===== config.mk =====
export PLATFORM = sky130hd
export DESIGN_NAME = cfg_access_host
export DESIGN_NICKNAME = d
export VERILOG_FILES = /design/src/core/cfg_access_pkg.sv /design/src/core/cfg_access_host.sv
export VERILOG_INCLUDE_DIRS = /design/src /design/src/core
export SDC_FILE = /design/constraint.sdc
export NUM_CORES = 1
export LEC_CHECK = 0
export ABC_AREA = 0
export BUFFER_PORTS_ARGS = -buffer_cell sky130_fd_sc_hd__buf_2
export CAP_MARGIN = 20
export CELL_PAD_IN_SITES_DETAIL_PLACEMENT = 1
export CELL_PAD_IN_SITES_GLOBAL_PLACEMENT = 1
export CORE_MARGIN = 4
export CORE_UTILIZATION = 43
export DETAILED_ROUTE_END_ITERATION = 10
export GPL_TIMING_DRIVEN = 0
export PLACE_DENSITY = 0.87
export SLEW_MARGIN = 20
export SYNTH_ARGS = -nofsm -noshare
export SYNTH_HDL_FRONTEND = slang
export SYNTH_SLANG_ARGS = --single-unit

===== constraint.sdc =====
create_clock -name clk -period 4.1 [get_ports clk]
set_clock_uncertainty 0.05 [all_clocks]
set_input_delay 0 -clock clk [delete_from_list [all_inputs] [get_ports clk]]
set_output_delay 0 -clock clk [all_outputs]
set_load 0.005 [all_outputs]

===== src/core/cfg_access_defines.svh =====
// constants for the configuration-register access controller
// assumes a 25 MHz clock (40 ns) and a single driver of the memory bus
//
// How it works
// - register load is read, read, write, write, all at one address
// - register read is read, read, write, read; the fourth access, a read, returns the value
// - every sequence operation targets the top word address of the part
// - value travels on data bus: host drives writes, device drives final read
// - chip select stays high at least 150 ns before the register read
// - host never enables deep sleep by the sequence; a sequence load with bit 4 set can still disable it
// - host keeps the low-power entry pin under its own control
// - host accepts code 0 (on-chip sensor) or a fixed threshold not below the software floor
// - pin load: write right after low-power pin falls, address is the value
// - partial refresh starts after pin held low over 10 us, bit 4 set
`ifndef CFG_ACCESS_DEFINES_SVH
`define CFG_ACCESS_DEFINES_SVH

`define REG_CTRL        5'h00
`define REG_CFG_VALUE   5'h04
`define REG_STATUS      5'h08
`define REG_READBACK    5'h0c
`define REG_TEMP_FLOOR  5'h10

`define CMD_SW_LOAD     0
`define CMD_SW_READ     1
`define CMD_PIN_LOAD    2
`define CMD_SLEEP_IN    3
`define CMD_SLEEP_OUT   4

`define CFG_RESET       16'h0010
`define CFG_SLEEP_BIT   4
`define CFG_TCR_LO      5
`define CFG_TCR_HI      6

`define TCR_15C         2'h1
`define TCR_45C         2'h2
`define TCR_85C         2'h3

`define CLK_NS          40
`define T_ACC_NS        70
`define T_CEH_NS        150
`define T_ZZ_NS         10000
`define T_INIT_NS       150000
`define CYC_ACC         ((`T_ACC_NS + `CLK_NS - 1) / `CLK_NS)
`define CYC_CEH         ((`T_CEH_NS + `CLK_NS - 1) / `CLK_NS)
`define CYC_ZZ          (`T_ZZ_NS / `CLK_NS + 1)
`define CYC_INIT        ((`T_INIT_NS + `CLK_NS - 1) / `CLK_NS)

`endif


===== src/core/cfg_access_pkg.sv =====
// types shared by the configuration-register access controller
// assumes nothing beyond the constants header
package cfg_access_pkg;
   typedef enum logic [2:0] {
      ST_IDLE   = 3'b000,
      ST_GAP    = 3'b001,
      ST_OP     = 3'b010,
      ST_ZZ_SET = 3'b011,
      ST_SLEEP  = 3'b100,
      ST_WAKE   = 3'b101
   } state_e;

   typedef enum logic [1:0] {
      JOB_SW_LOAD  = 2'h0,
      JOB_SW_READ  = 2'h1,
      JOB_PIN_LOAD = 2'h2
   } job_e;

   typedef struct packed {
      logic        ce_n;
      logic        we_n;
      logic        oe_n;
      logic        lower_byte_enable_n;
      logic        upper_byte_enable_n;
      logic        low_power_entry_n;
      logic [20:0] addr;
      logic [15:0] dq_o;
      logic        dq_oe;
   } mem_pins_s;
endpackage


===== src/core/cfg_access_host.sv =====
// host controller for config-register access and low-power entry
// assumes it alone drives the memory pins; dq_i is synchronous to clk
`timescale 1ns/10ps
`default_nettype none
`include "cfg_access_defines.svh"

module cfg_access_host #(
   parameter int ADDR_W = 21
) (
   input  wire logic                    clk,
   input  wire logic                    rst_n,
   input  wire logic [4:0]              addr,
   input  wire logic [31:0]             wdata,
   input  wire logic                    wr,
   input  wire logic                    rd,
   output logic [31:0]                  rdata,
   output cfg_access_pkg::mem_pins_s    pins,
   input  wire logic [15:0]             dq_i
);

   if (ADDR_W != 20 && ADDR_W != 21) begin : g_bad_addr_w
      $error("ADDR_W must be 20 or 21");
   end

   localparam logic [20:0] TOP_ADDR = 21'((64'h1 << ADDR_W) - 64'h1);
   localparam logic [12:0] N_ACC  = 13'(`CYC_ACC);
   localparam logic [12:0] N_CEH  = 13'(`CYC_CEH);
   localparam logic [12:0] N_ZZ   = 13'(`CYC_ZZ);
   localparam logic [12:0] N_INIT = 13'(`CYC_INIT);

   cfg_access_pkg::state_e state_r;
   cfg_access_pkg::job_e   job_r;
   logic [12:0] cnt_r;
   logic [1:0]  op_r;
   logic [15:0] cfg_val_r;
   logic [15:0] shadow_r;
   logic [15:0] readback_r;
   logic [1:0]  floor_r;
   logic        sw_loaded_r;
   logic        err_r;
   logic        par_on_r;
   logic        dpd_on_r;
   logic        busy;
   logic        cmd;
   logic [15:0] new_cfg;

   ////////////////////////////////////////////////////////////////////////
   // fixed-rate threshold must not fall below the floor software set
   function automatic logic tcr_ok(input logic [1:0] code, input logic [1:0] floor);
      tcr_ok = (code == 2'h0) || (code >= floor);
   endfunction

   assign busy    = (state_r != cfg_access_pkg::ST_IDLE);
   assign cmd     = wr && (addr == `REG_CTRL) && !busy && (state_r != cfg_access_pkg::ST_SLEEP);
   assign new_cfg = cfg_val_r;

   ////////////////////////////////////////////////////////////////////////
   // software-side registers
   always_ff @(posedge clk or negedge rst_n) begin
      if (!rst_n) begin
         cfg_val_r <= `CFG_RESET;
         floor_r   <= 2'h0;
      end else if (wr && addr == `REG_CFG_VALUE) begin
         cfg_val_r <= wdata[15:0];
      end else if (wr && addr == `REG_TEMP_FLOOR) begin
         floor_r   <= wdata[1:0];
      end
   end

   always_ff @(posedge clk or negedge rst_n) begin
      if (!rst_n) begin
         rdata <= 32'h0;
      end else if (rd) begin
         case (addr)
            `REG_CFG_VALUE:  rdata <= {16'h0, cfg_val_r};
            `REG_STATUS:     rdata <= {26'h0, dpd_on_r, par_on_r, sw_loaded_r, err_r, busy,
                                       state_r == cfg_access_pkg::ST_SLEEP};
            `REG_READBACK:   rdata <= {readback_r, shadow_r};
            `REG_TEMP_FLOOR: rdata <= {30'h0, floor_r};
            default:         rdata <= 32'h0;
         endcase
      end else begin
         rdata <= 32'h0;
      end
   end

   ////////////////////////////////////////////////////////////////////////
   // sequencer; sequences run back to back, no other access slips in
   always_ff @(posedge clk or negedge rst_n) begin
      if (!rst_n) begin
         state_r <= cfg_access_pkg::ST_IDLE;
         job_r   <= cfg_access_pkg::JOB_SW_LOAD;
         cnt_r   <= 13'h0;
         op_r    <= 2'h0;
         pins    <= '{ce_n: 1'b1, we_n: 1'b1, oe_n: 1'b1, lower_byte_enable_n: 1'b1,
                      upper_byte_enable_n: 1'b1, low_power_entry_n: 1'b1, addr: 21'h0,
                      dq_o: 16'h0, dq_oe: 1'b0};
      end else begin
         case (state_r)
            cfg_access_pkg::ST_IDLE: begin
               if (cmd && wdata[`CMD_SW_LOAD] && new_cfg[`CFG_SLEEP_BIT]
                   && tcr_ok(new_cfg[`CFG_TCR_HI:`CFG_TCR_LO], floor_r)) begin
                  job_r   <= cfg_access_pkg::JOB_SW_LOAD;
                  op_r    <= 2'h0;
                  cnt_r   <= N_CEH - 13'h1;
                  state_r <= cfg_access_pkg::ST_GAP;
               end else if (cmd && wdata[`CMD_SW_READ]) begin
                  job_r   <= cfg_access_pkg::JOB_SW_READ;
                  op_r    <= 2'h0;
                  cnt_r   <= N_CEH - 13'h1;
                  state_r <= cfg_access_pkg::ST_GAP;
               end else if (cmd && wdata[`CMD_PIN_LOAD]
                            && tcr_ok(new_cfg[`CFG_TCR_HI:`CFG_TCR_LO], floor_r)) begin
                  job_r   <= cfg_access_pkg::JOB_PIN_LOAD;
                  op_r    <= 2'h3;
                  pins.low_power_entry_n <= 1'b0;
                  state_r <= cfg_access_pkg::ST_ZZ_SET;
               end else if (cmd && wdata[`CMD_SLEEP_IN]) begin
                  cnt_r   <= 13'h0;
                  pins.low_power_entry_n <= 1'b0;
                  state_r <= cfg_access_pkg::ST_SLEEP;
               end
            end
            cfg_access_pkg::ST_ZZ_SET: begin
               cnt_r   <= N_CEH - 13'h1;
               state_r <= cfg_access_pkg::ST_GAP;
            end
            cfg_access_pkg::ST_GAP: begin
               // chip select high long enough before every op, including the read
               if (cnt_r == 13'h0) begin
                  pins.ce_n  <= 1'b0;
                  pins.addr  <= (job_r == cfg_access_pkg::JOB_PIN_LOAD) ?
                                21'(new_cfg) : TOP_ADDR;
                  pins.lower_byte_enable_n <= 1'b0;
                  pins.upper_byte_enable_n <= 1'b0;
                  if (op_r < 2'h2 || (op_r == 2'h3 && job_r == cfg_access_pkg::JOB_SW_READ)) begin
                     pins.oe_n <= 1'b0;
                  end else begin
                     pins.we_n  <= 1'b0;
                     pins.dq_o  <= new_cfg;
                     pins.dq_oe <= 1'b1;
                  end
                  cnt_r   <= N_ACC - 13'h1;
                  state_r <= cfg_access_pkg::ST_OP;
               end else begin
                  cnt_r <= cnt_r - 13'h1;
               end
            end
            cfg_access_pkg::ST_OP: begin
               if (cnt_r == 13'h0) begin
                  pins.ce_n  <= 1'b1;
                  pins.we_n  <= 1'b1;
                  pins.oe_n  <= 1'b1;
                  pins.dq_oe <= 1'b0;
                  pins.lower_byte_enable_n <= 1'b1;
                  pins.upper_byte_enable_n <= 1'b1;
                  if (op_r == 2'h3) begin
                     pins.low_power_entry_n <= 1'b1;
                     state_r <= cfg_access_pkg::ST_IDLE;
                  end else begin
                     op_r    <= op_r + 2'h1;
                     cnt_r   <= N_CEH - 13'h1;
                     state_r <= cfg_access_pkg::ST_GAP;
                  end
               end else begin
                  cnt_r <= cnt_r - 13'h1;
               end
            end
            cfg_access_pkg::ST_SLEEP: begin
               if (cnt_r != 13'h1fff) begin
                  cnt_r <= cnt_r + 13'h1;
               end
               if (wr && addr == `REG_CTRL && wdata[`CMD_SLEEP_OUT]) begin
                  pins.low_power_entry_n <= 1'b1;
                  cnt_r   <= N_INIT - 13'h1;
                  // deep sleep exit costs the full initialisation wait
                  state_r <= dpd_on_r ? cfg_access_pkg::ST_WAKE : cfg_access_pkg::ST_IDLE;
               end
            end
            cfg_access_pkg::ST_WAKE: begin
               if (cnt_r == 13'h0) begin
                  state_r <= cfg_access_pkg::ST_IDLE;
               end else begin
                  cnt_r <= cnt_r - 13'h1;
               end
            end
            default: state_r <= cfg_access_pkg::ST_IDLE;
         endcase
      end
   end

   ////////////////////////////////////////////////////////////////////////
   // host view of the device register and its low-power state
   logic op_end;
   assign op_end = (state_r == cfg_access_pkg::ST_OP) && (cnt_r == 13'h0) && (op_r == 2'h3);

   always_ff @(posedge clk or negedge rst_n) begin
      if (!rst_n) begin
         shadow_r    <= `CFG_RESET;
         readback_r  <= 16'h0;
         sw_loaded_r <= 1'b0;
      end else if (op_end) begin
         if (job_r == cfg_access_pkg::JOB_SW_READ) begin
            readback_r <= dq_i;
            shadow_r   <= dq_i;
         end else begin
            shadow_r   <= new_cfg;
         end
         if (job_r == cfg_access_pkg::JOB_SW_LOAD) begin
            sw_loaded_r <= 1'b1;
         end
      end
   end

   always_ff @(posedge clk or negedge rst_n) begin
      if (!rst_n) begin
         err_r <= 1'b0;
      end else if (cmd && ((wdata[`CMD_SW_LOAD] && !new_cfg[`CFG_SLEEP_BIT])
                           || !tcr_ok(new_cfg[`CFG_TCR_HI:`CFG_TCR_LO], floor_r))) begin
         err_r <= 1'b1;
      end else if (cmd) begin
         err_r <= 1'b0;
      end
   end

   // partial refresh: immediate after a sequence load, else by a long pin low
   always_ff @(posedge clk or negedge rst_n) begin
      if (!rst_n) begin
         par_on_r <= 1'b0;
         dpd_on_r <= 1'b0;
      end else begin
         par_on_r <= sw_loaded_r ? shadow_r[`CFG_SLEEP_BIT] :
                     (state_r == cfg_access_pkg::ST_SLEEP && cnt_r >= N_ZZ
                      && shadow_r[`CFG_SLEEP_BIT]);
         dpd_on_r <= (state_r == cfg_access_pkg::ST_SLEEP) && (cnt_r >= N_ZZ)
                     && !shadow_r[`CFG_SLEEP_BIT];
      end
   end

   ////////////////////////////////////////////////////////////////////////
   // checks
   logic seq_r;
   assign seq_r = (job_r != cfg_access_pkg::JOB_PIN_LOAD) &&
                  (state_r == cfg_access_pkg::ST_OP || state_r == cfg_access_pkg::ST_GAP);

   a_seq_top_addr: assert property (@(posedge clk) disable iff (!rst_n)
      (!pins.ce_n && seq_r) |-> pins.addr == TOP_ADDR) else $error("sequence not at top address");
   a_ceh_before_op: assert property (@(posedge clk) disable iff (!rst_n)
      $fell(pins.ce_n) |-> $past(pins.ce_n, 1) && $past(pins.ce_n, 2) && $past(pins.ce_n, 3)
                           && $past(pins.ce_n, 4)) else $error("chip select high too short");
   a_reads_first: assert property (@(posedge clk) disable iff (!rst_n)
      (!pins.ce_n && seq_r && op_r < 2'h2) |-> pins.we_n && !pins.oe_n) else $error("first ops not reads");
   a_write_drives_dq: assert property (@(posedge clk) disable iff (!rst_n)
      (!pins.ce_n && !pins.we_n) |-> pins.dq_oe && pins.dq_o == new_cfg) else $error("write without data");
   a_read_no_drive: assert property (@(posedge clk) disable iff (!rst_n)
      !pins.oe_n |-> !pins.dq_oe) else $error("bus fight on read");
   a_pin_write_zz: assert property (@(posedge clk) disable iff (!rst_n)
      (!pins.we_n && job_r == cfg_access_pkg::JOB_PIN_LOAD) |-> !pins.low_power_entry_n
      && pins.addr == 21'(new_cfg)) else $error("pin load without low-power pin low");
   a_par_after_hold: assert property (@(posedge clk) disable iff (!rst_n)
      ($rose(par_on_r) && !sw_loaded_r) |-> !pins.low_power_entry_n && $past(cnt_r) >= N_ZZ)
      else $error("partial refresh too early");
   a_dpd_wake_wait: assert property (@(posedge clk) disable iff (!rst_n)
      ($rose(pins.low_power_entry_n) && $past(dpd_on_r)) |-> busy [*8]) else $error("no wake wait");
   a_sw_dpd_refused: assert property (@(posedge clk) disable iff (!rst_n)
      (cmd && wdata[`CMD_SW_LOAD] && !new_cfg[`CFG_SLEEP_BIT]) |=> err_r && !busy)
      else $error("sequence tried to touch deep sleep");
   a_read_keeps_pin: assert property (@(posedge clk) disable iff (!rst_n)
      (op_end && job_r == cfg_access_pkg::JOB_SW_READ) |=> sw_loaded_r == $past(sw_loaded_r))
      else $error("read sequence changed pin behaviour");

   c_sw_load: cover property (@(posedge clk) op_end && job_r == cfg_access_pkg::JOB_SW_LOAD);
   c_sw_read: cover property (@(posedge clk) op_end && job_r == cfg_access_pkg::JOB_SW_READ);
   c_pin_load: cover property (@(posedge clk) op_end && job_r == cfg_access_pkg::JOB_PIN_LOAD);
   c_dpd_exit: cover property (@(posedge clk) state_r == cfg_access_pkg::ST_WAKE);

endmodule // cfg_access_host

`default_nettype wire


==> metrics.txt, run 1 <==
status finished, final reports clean; Clk Latency, worst-skew pair roughly 0.43 ns; Filler cells about 1.7k; CTS H-tree lvls 4; I/O pin cnt 133; IO Port Bufs about 120; RSZ-0062 raised after global routing false; initial core utilization between 40 and 50%; R2R setup slack ~0.24 ns; Final Max Tran Viols 0; post-route minimum period 3.86 ns; Clk pin slew, worst setup/hold paths 0.07 ns; gpl congestion around 0.91; standard-cell rows 45; initial DRC count a little under 500; worst-margin pin slew approximately 1.0 ns; synthesized netlist net count roughly 700; drt pass-1 iters 5; fmax around 260 MHz; CTS sink cnt ~140; vias per cell between 6 and 7; Die H about 130 um; Setup Total Neg Slack 0 ns; die area around 0.018 mm2; Critical Path Sink shadow_r[13]$_DFFE_PN0P_; first-pass GRT wire length between 30000 and 40000 um; Max FO, Critical Path 10; ratio of cells with drive above 1 in the final layout 26.0%; unique cell type count in the Yosys netlist 70; Final Hold Fails 0; post-synthesis sequential area ratio between 50% and 60%; core area approximately 0.015 mm2; placed inst area 0.00754 mm2; Die Wd between 100 and 150 um; most common cell after layout, fill and taps aside dfrtp_1; FF-to-FF End shadow_r[13]$_DFFE_PN0P_; Clock Tree Root clkbuf_16; DRC Markers 0; Final #Nets between 800 and 900; initial antenna violation count 0; Routed WL 24500 um; Hold/Removal Path Class primary input to register; CTS tree built; detailed-route via count 6089; vias in the first global route between 6k and 7k; Final Cell Area between 0.008 and 0.009 mm2; critical path class register to register; Reg2Reg Depth 11; Async S/R FF share, synth 100%; FF-to-FF Start cnt_r[0]$_DFFE_PN0P_; pin count of the biggest net entering global routing 86; maxcap violations 0; Finish-stage setup viols 0; crit share post-route 94.3%; Layout area overhead 27.7%; EDFF count, synth 0; Synth Warn # 0; Slew headroom 29.9%; Clock Path Buffers 2; peak supply drop 0.000370 V; commonest cells after routing, fill and taps aside 138 x dfrtp_1, 121 x buf_2, 85 x nand2_1; Ant. Diodes 0; Setup crit end kind register; post-route ant nets 0; synthesized cell area 0.00669 mm2; GR Util All Layers 28.4%; CP Data Arrival Time 4.17 ns; cts bufs inserted 17; crit path from cnt_r[0]$_DFFE_PN0P_; CP Launch Type register; Post-synth top flop dfrtp_1; leakage around 4.3 nW; fin util a little under three fifths; PwrDens ~400 mW/mm2; DP Wirelength between 15000 and 20000 um; Yosys reg bits roughly 140; global route total overflow 0; Cells after Synth roughly 630; drt wl/cell around 24 um; Avg Cell Area, Syn around 11 um2; CP required approximately 4.4 ns
-- final cells by class --
| cell class | count | area (um2) | share of cell area (%) |
|---|---|---|---|
| Buffer | 42 | 199 | 2.33 |
| Inverter | 32 | 120 | 1.41 |
| Timing Repair Buffer | 154 | 988 | 11.6 |
| Sequential cell | 144 | 3610 | 42.2 |
| Tap cell | 188 | 235 | 2.75 |
| Clock inverter | 15 | 201 | 2.36 |
| Clock buffer | 17 | 425 | 4.98 |
| Multi-Input combinational cell | 414 | 2770 | 32.4 |
-- registers in the layout (all words and copies together) (netlist names) --
signal,count
dpd_on_r,1
rdata,32
state_r,3
sw_loaded_r,1
floor_r,2
par_on_r,1
op_r,2
readback_r,16
err_r,1
shadow_r,16
cnt_r,13
cfg_val_r,16
job_r,2
pins,38
-- metal layers --
layer  up-vias  track usage [%]  routed length (um)
met5         -                0                   0
met4         0             16.5                1240
met3        83             5.32                1190
li1       2633                -                   -
met2       277             47.9               12300
met1      3096             34.0                9770
-- worst max-delay path: stages (launching register included) --
cell	delay [ns]
dfrtp_1	0.38
clkbuf_1	0.20
inv_1	0.11
ha_1	0.24
or3b_1	0.36
clkbuf_1	0.21
nor4_2	0.57
nand3_1	0.46
nor2_1	0.56
buf_2	0.34
a222oi_1	0.17
inv_1	0.14
-- worst min path at each step --
| stage | start | end | slack, ns | cells past startpoint |
|---|---|---|---|---|
| after floorplan | rst_n | cfg_val_r[0]$_DFFE_PN0P_ | -0.35 | 0 |
| after global placement | dq_i[1] | readback_r[1]$_DFFE_PN0P_ | 0.18 | 3 |
| after detailed placement | rst_n | pins[36]$_DFFE_PN0P_ | -0.07 | 1 |
| after CTS | addr[0] | rdata[0]$_DFF_PN0_ | 0.0003 | 4 |
| after global routing | addr[0] | rdata[0]$_DFF_PN0_ | 0.03 | 4 |
| final | addr[1] | rdata[0]$_DFF_PN0_ | 0.007 | 4 |
-- report_power, final --
part           internal, mW  total, mW  switching (mW)
clock                 0.983       1.68           0.700
combinational        0.0998      0.213           0.114
sequential             1.46       1.53          0.0707
total                  2.54       3.43           0.884
-- cells in the mapped netlist, types with 3 or more instances --
| library cell | count | area [um2] |
|---|---|---|
| a21oi_1 | 18 | 90.1 |
| nand2b_1 | 4 | 25.0 |
| dfstp_2 | 6 | 158 |
| dfrtp_1 | 138 | 3450 |
| a222oi_1 | 17 | 170 |
| nor2_1 | 39 | 146 |
| mux2_1 | 8 | 90.1 |
| nand3_1 | 8 | 40.0 |
| ha_1 | 5 | 62.6 |
| o41ai_1 | 3 | 26.3 |
| nor4_1 | 7 | 43.8 |
| o22a_1 | 16 | 140 |
| o21a_1 | 4 | 30.0 |
| buf_2 | 6 | 30.0 |
| and2_1 | 6 | 37.5 |
| xnor2_1 | 4 | 35.0 |
| o31ai_1 | 11 | 82.6 |
| or3_1 | 4 | 25.0 |
| mux2_2 | 32 | 360 |
| o211ai_1 | 4 | 30.0 |
| and3_1 | 18 | 113 |
| nor3b_1 | 4 | 30.0 |
| o21ai_0 | 22 | 110 |
| a211oi_1 | 4 | 30.0 |
| buf_4 | 7 | 52.6 |
| inv_1 | 32 | 120 |
| clkbuf_1 | 27 | 101 |
| nor3_1 | 11 | 55.1 |
| mux2i_1 | 10 | 100 |
| a31oi_1 | 7 | 43.8 |
| nand2_1 | 85 | 319 |
| nor2b_1 | 10 | 62.6 |
| a22oi_1 | 7 | 52.6 |
-- kinds of logic after synthesis --
group                    after synthesis  synth area share, %
adder cells (fa/ha/maj)                5                0.935
multiplexers                          50                 8.23
XOR/XNOR                               4                0.524
buffers and inverters                 74                 4.77
AO/OA/AOI/OAI                        139                 15.4
flip-flops                           144                 54.0
AND/OR/NAND/NOR                      216                 16.2
-- what timing repair did --
item                      CTS  global route
hold endpoints to repair  202             0
setup buffers               0             0
gates resized for setup     0             0
hold buffers               37             0
-- stage by stage --
stage | power, mW | std cells | hold WS (ns) | worst slack [ns]
after global placement | 1.70 | 936 | 0.178 | 0.594
after floorplan | 1.60 | 632 | -0.346 | 1.15
final | 3.43 | 1006 | 0.00691 | 0.235
after CTS | 3.40 | 1006 | 0.000344 | 0.276
after detailed placement | 1.72 | 937 | -0.0716 | 0.367
after global routing | 3.51 | 1006 | 0.0327 | 0.0155
No activity file was read; power rests on OpenSTA's default activity.
==> run 2, diff against run 1 <==
Settings changed: HOLD_SLACK_MARGIN from default to 0.12, PLACE_DENSITY 0.87 to default, PLACE_DENSITY_LB_ADDON from default to 0.1.
==> run 2 against run 1 <==
Effect of this change: sequential power is essentially flat; setup slack gained 0.17 ns; clock power grew 4%; die area is the same; sequential share of layout area shrank 0.75 points; final area grew 1.8%; critical endpoint is now shadow_r[7]$_DFFE_PN0P_; largest power group unchanged.
==> metrics.txt, run 2 (synthesis results as in run 1) <==
CP Data Arrival Time 4.01 ns (-0.16 ns); cts bufs inserted 17 (unchanged); Ant. Diodes 0 (unchanged); die area 0.0176 mm2 (unchanged); DRC Markers 0 (unchanged); pin count of the biggest net entering global routing 81 (-5.8%); Die Wd 133 um (unchanged); hold_sp wdata[12]; Slew headroom 31.0% (+1.1 points); fin util 57.2% (+1.0 points); Hold Slack 0.298 ns (+0.291 ns); Clock Tree Root clkbuf_16; Clk pin slew, worst setup/hold paths 0.06 ns (about the same); initial DRC count 289 (-40%); placed inst area 0.00754 mm2 (unchanged); worst-margin pin slew 1.03 ns (-0.00940 ns); most frequent cell on the critical path clkbuf_1; total power 3.48 mW (+1.7%); Clk Latency, worst-skew pair 0.42 ns (about the same); I/O pin cnt 133 (unchanged); peak supply drop 0.000290 V (-22%); Final #Nets 878 (+1.3%); number of flip-flops in the largest register 38 (unchanged); initial core utilization 44.0% (unchanged); CTS tree built; IO Port Bufs 116 (unchanged); vias per cell 5.79 (-4.3%); first-pass GRT wire length 34700 um (-11%); Hold Path Cell Cnt 3 (-1); drt wl/cell 21.4 um (-12%); detailed-route via count 5891 (-3.3%); Post-Layout Cell Count 1017 (+1.1%); critical path class register to register; CP required 4.41 ns (about the same); GR Util All Layers 24.9% (-3.5 points); fmax 271 MHz (+4.6%); DP Wirelength 14900 um (-5.4%); core area 0.0152 mm2 (unchanged); FF-to-FF Start cnt_r[0]$_DFFE_PN0P_; commonest cells after routing, fill and taps aside 138 x dfrtp_1, 121 x buf_2, 85 x nand2_1; CP Launch Type register; Routed WL 21800 um (-11%); Reg2Reg Depth 11 (unchanged); crit path from cnt_r[0]$_DFFE_PN0P_; Setup crit end kind register; Finish-stage setup viols 0 (unchanged); RSZ-0062 raised after global routing false; Hold/Removal Path Class primary input to register; Final Cell Area 0.00870 mm2 (+1.8%); Final Max Tran Viols 0 (unchanged); Clock Path Buffers 2 (unchanged); standard-cell rows 45 (unchanged); Die H 133 um (unchanged); critical-path cell list clkbuf_1 -> inv_1 -> ha_1 -> or3b_1 -> clkbuf_1 -> nor4_2 -> nand2_1 -> nor2_1 -> clkbuf_1 -> a222oi_1 -> inv_1; crit share post-route 90.1% (-4.1 points); vias in the first global route 6324 (-4.5%); CTS sink cnt 144 (unchanged); ratio of cells with drive above 1 in the final layout 25.7% (-0.35 points); Setup Total Neg Slack 0 ns (unchanged); PwrDens 400 mW/mm2 (-0.11%); post-route ant nets 0 (unchanged); Layout area overhead 30.0%; Max FO, Critical Path 10 (unchanged); post_cts resized 0 (unchanged); leakage 4.36 nW (+1.7%); most common cell after layout, fill and taps aside dfrtp_1; critical path's slowest cell nor4_2; Top Registers pins (38), rdata (32); post-route minimum period 3.70 ns (-0.169 ns); status finished, final reports clean; Post-Place Setup Slack 0.453 ns (+0.0858 ns); maxcap violations 0 (unchanged); global route total overflow 0 (unchanged); Biggest register pins; gpl congestion 0.881 (-2.9%); max incr delay on CP 0.56 ns (about the same); Final Hold Fails 0 (unchanged); drt pass-1 iters 5 (unchanged); placed cells 937 (unchanged); initial antenna violation count 0 (unchanged); worst setup margin 0.404 ns (+0.169 ns); CTS H-tree lvls 4 (unchanged)
run 2: layout make-up:
| type | count | area, um2 |
|---|---|---|
| Clock inverter | 14 | 225 |
| Tap cell | 188 | 235 |
| Sequential cell | 144 | 3610 |
| Multi-Input combinational cell | 414 | 2770 |
| Buffer | 42 | 199 |
| Inverter | 32 | 120 |
| Timing Repair Buffer | 165 | 1120 |
| Fill cell | 1660 | 6500 |
| Clock buffer | 18 | 429 |
run 2: repair_timing:
| item | in CTS | in global routing |
|---|---|---|
| buffers inserted | 0 | 0 |
| hold buffers | 48 | 0 |
| hold endpoints to repair | 203 | 0 |
run 2: path summary, 6_finish.rpt:
| path | endpoint | slack, ns |
|---|---|---|
| max in group asynchronous | pins[43]$_DFFE_PN1P_ | 2.91 |
| hold / removal | cfg_val_r[12]$_DFFE_PN0P_ | 0.30 |
| setup reg to reg | shadow_r[7]$_DFFE_PN0P_ | 0.40 |
| setup / recovery | shadow_r[7]$_DFFE_PN0P_ | 0.40 |
| min in group asynchronous | shadow_r[4]$_DFFE_PN1P_ | 0.66 |
| hold reg to reg | pins[41]$_DFFE_PN1P_ | 0.42 |
run 2: worst max-delay path, delay by kind of cell, from the launching register on:
kind	cells	cell delay (ns)
compound gates	1	0.20
simple gates	4	1.69
buf+inv	5	1.08
flops	1	0.38
fa+ha+maj	1	0.23
run 2: metal layers:
layer	wire length, um	vias to the layer above	share of wire (%)	GRT usage (%)
met5	0	-	0	0
li1	-	2652	-	-
met1	9520	3003	44	32.1
met2	10700	187	49	41.7
met4	632	0	2.9	9.93
met3	949	49	4.4	4.60
run 2: power by group:
part           total, mW  switching, mW  internal [mW]
Combinational      0.215          0.105          0.110
Clock               1.74          0.652           1.09
Sequential          1.52         0.0643           1.46
Total               3.48          0.821           2.66
==> run 3, diff against run 2 <==
Settings changed: ABC_AREA 0 to 1, CORE_UTILIZATION 43 to 41.
==> run 3 against run 2 <==
Effect of this change: via count is 8.4% higher; register-to-register slack better by 1.0 ns; core utilization shrank 3.3 points; die area rose by 9.0%; setup slack better by 0.80 ns; count of clock-buffer cells in the layout increased by 2; final cell count up 25%; clock power shrank 8%; final area rose by 3.1%; worst hold slack got worse by 0.18 ns; critical path type is now primary input to register.
==> metrics.txt, run 3 <==
post-route minimum period 2.90 ns (-0.795 ns); cts bufs inserted 17 (unchanged); initial antenna violation count 0 (unchanged); CP Data Arrival Time 3.21 ns (-0.80 ns); RSZ-0062 raised after global routing false; vias in the first global route 6842 (+8.2%); met2 WL post-DR 11300 um (+6.1%); crit path buf inv count 5 (unchanged); Sw Ratio 37.9% (+14 points); max incr delay on CP 0.66 ns (+0.10 ns); Ant. Diodes 0 (unchanged); power share of the clock group 30.3% (-20 points); critical-path cell list dlygate4sd3_1 -> buf_2 -> nor2_2 -> dlygate4sd3_1 -> nand3_1 -> nor2_2 -> nand3_1 -> dlygate4sd3_1 -> nand2_1 -> dlygate4sd3_1; Top Metal Used met4; internal power 3.28 mW (+23%); vias per cell 5.02 (-13%); initial core utilization 42.0% (-2.0 points); Clk pin slew, worst setup/hold paths 0.07 ns (about the same); Top delay family on crit path buffers and inverters; gpl congestion 0.837 (-5.1%); IO Port Bufs 116 (unchanged); Die Wd 139 um (+4.4%); metal3 WL 603 um (-36%); Post-synth top flop dfrtp_1; Avg Cell Area, Syn 8.19 um2 (-23%); DP Wirelength 15200 um (+2.0%); placed inst area 0.00789 mm2 (+4.5%); first-pass GRT wire length 36000 um (+3.9%); die area 0.0192 mm2 (+9.0%); synthesized netlist net count 916 (+32%); drt wl/cell 17.0 um (-21%); power share of the combinational group 33.9% (+28 points); DRC Markers 0 (unchanged); worst-margin pin slew 0.666 ns (-0.367 ns); CP required 4.41 ns (about the same); leakage 4.89 nW (+12%); post_cts resized 0 (unchanged); most frequent cell on the critical path dlygate4sd3_1; detailed-route via count 6383 (+8.4%); Clock Tree Root clkbuf_16; Die H 139 um (+4.4%); Setup crit end kind register; fmax 345 MHz (+27%); Cells after Synth 854 (+35%); Seq pwr share 35.8% (-8.0 points); Routed WL 21600 um (-0.86%); ratio of cells with drive above 1 in the final layout 20.2% (-5.5 points); synthesized cell area 0.00699 mm2 (+4.5%); critical path class primary input to register; crit share post-route 70.7% (-19 points); maxcap violations 0 (unchanged); Clk Latency, worst-skew pair 0.43 ns (about the same); pin count of the biggest net entering global routing 88 (+8.6%); most common cell after layout, fill and taps aside nand2_1; NetSw 2.00 mW (+140%); Layout area overhead 28.2%; unique cell type count in the Yosys netlist 40 (-43%); CTS sink cnt 144 (unchanged); synth cell count leaders 241 x nand2_1, 138 x dfrtp_1, 112 x inv_1, 73 x nor2_1, 67 x nand3_1; post-synth top area share 49.4% (-2.2 points); CP Launch Type primary input; Max FO, Critical Path 6 (-4); Hold/Removal Path Class primary input to asynchronous set/reset pin; I/O pin cnt 133 (unchanged); Metal-1 WL 9300 um (-2.3%); Top Registers pins (38), rdata (32); Slew headroom 55.6% (+25 points); Setup Total Neg Slack 0 ns (unchanged); Final #Nets 1100 (+25%); Biggest register pins; commonest cells after routing, fill and taps aside 241 x nand2_1, 138 x dfrtp_1, 127 x buf_2; standard-cell rows 47 (+4.4%); post-synthesis sequential area ratio 51.6% (-2.3 points); most common cell in the netlist nand2_1; leading area contributor after synthesis dfrtp_1; drt pass-1 iters 4 (-1); status finished, final reports clean; Yosys reg bits 144 (unchanged); post-route ant nets 0 (unchanged); Final Hold Fails 0 (unchanged); Final Cell Area 0.00897 mm2 (+3.1%); Finish-stage setup viols 0 (unchanged); total power 5.28 mW (+52%); EDFF count, synth 0 (unchanged); Final Max Tran Viols 0 (unchanged); PwrDens 589 mW/mm2 (+47%); Async S/R FF share, synth 100% (unchanged); CTS H-tree lvls 4 (unchanged); initial DRC count 329 (+14%); core area 0.0166 mm2 (+9.5%); Synth Warn # 0 (unchanged); Clock Path Buffers 2 (unchanged); global route total overflow 0 (unchanged); critical path's slowest cell dlygate4sd3_1; peak supply drop 0.000311 V (+7.3%); fin util 53.9% (-3.3 points); number of flip-flops in the largest register 38 (unchanged); CTS tree built; GR Util All Layers 23.2% (-1.7 points); top cells by area, synth dfrtp_1 49%, nand2_1 13%, inv_1 6.0%
[run 3: timing repair]
| action | in CTS | in global routing |
|---|---|---|
| buffers inserted | 0 | 0 |
| hold buffers | 48 | 0 |
| endpoints found under the setup margin | 0 | 0 |
| endpoints found under the hold margin | 210 | 0 |
[run 3: final cells by class]
cell class	instances	area, um2
tap	220	275
clock inverter	12	145
inverter	118	443
clock buffer	20	457
multi-input combinational	554	2720
fill	2031	7670
timing repair buffer	165	1100
buffer	38	225
sequential	144	3610
[run 3: logic make-up after synthesis]
family	after synthesis	share of synthesized area [%]
flops	144	51.6
simple gates	412	25.5
buf+inv	156	9.55
xor+xnor	8	1.00
compound gates	129	11.4
fa+ha+maj	5	0.894
[run 3: path summary, 6_finish.rpt]
kind	start	to	slack, ns	cells past startpoint
setup / recovery	addr[0]	job_r[0]$_DFFE_PN0P_	1.20	10
hold / removal	rst_n	rdata[24]$_DFF_PN0_	0.12	2
setup reg to reg	cfg_val_r[5]$_DFFE_PN0P_	job_r[0]$_DFFE_PN0P_	1.41	11
hold reg to reg	pins[42]$_DFFE_PN1P_	pins[42]$_DFFE_PN1P_	0.42	2
max in group asynchronous	rst_n	pins[38]$_DFFE_PN1P_	3.09	3
min in group clk	wdata[13]	cfg_val_r[13]$_DFFE_PN0P_	0.34	4
[run 3: per-stage QoR]
| step | cells | setup slack (ns) | hold slack (ns) |
|---|---|---|---|
| 2_1_floorplan | 854 | 2.23 | -0.346 |
| 3_3_place_gp | 1190 | 0.820 | 0.202 |
| 3_5_place_dp | 1191 | 1.61 | 0.0100 |
| 4_1_cts | 1271 | 1.29 | 0.157 |
| 5_1_grt | 1271 | 1.03 | 0.200 |
| 6_report | 1271 | 1.20 | 0.118 |
[run 3: routing by layer]
| metal | vias to the layer above | GRT usage (%) |
|---|---|---|
| li1 | 3087 | - |
| met1 | 3169 | 28.9 |
| met2 | 103 | 41.5 |
| met3 | 24 | 3.97 |
| met4 | 0 | 6.59 |
| met5 | - | 0 |
[run 3: power groups by stage]
stage | clock [mW] | combinational [mW] | sequential, mW
final | 1.60 | 1.79 | 1.89
after global routing | 1.69 | 2.04 | 1.92
after CTS | 1.62 | 1.81 | 1.89
after detailed placement | 0 | 1.76 | 1.91
after global placement | 0 | 1.72 | 1.91
after floorplan | 0 | 1.23 | 1.87
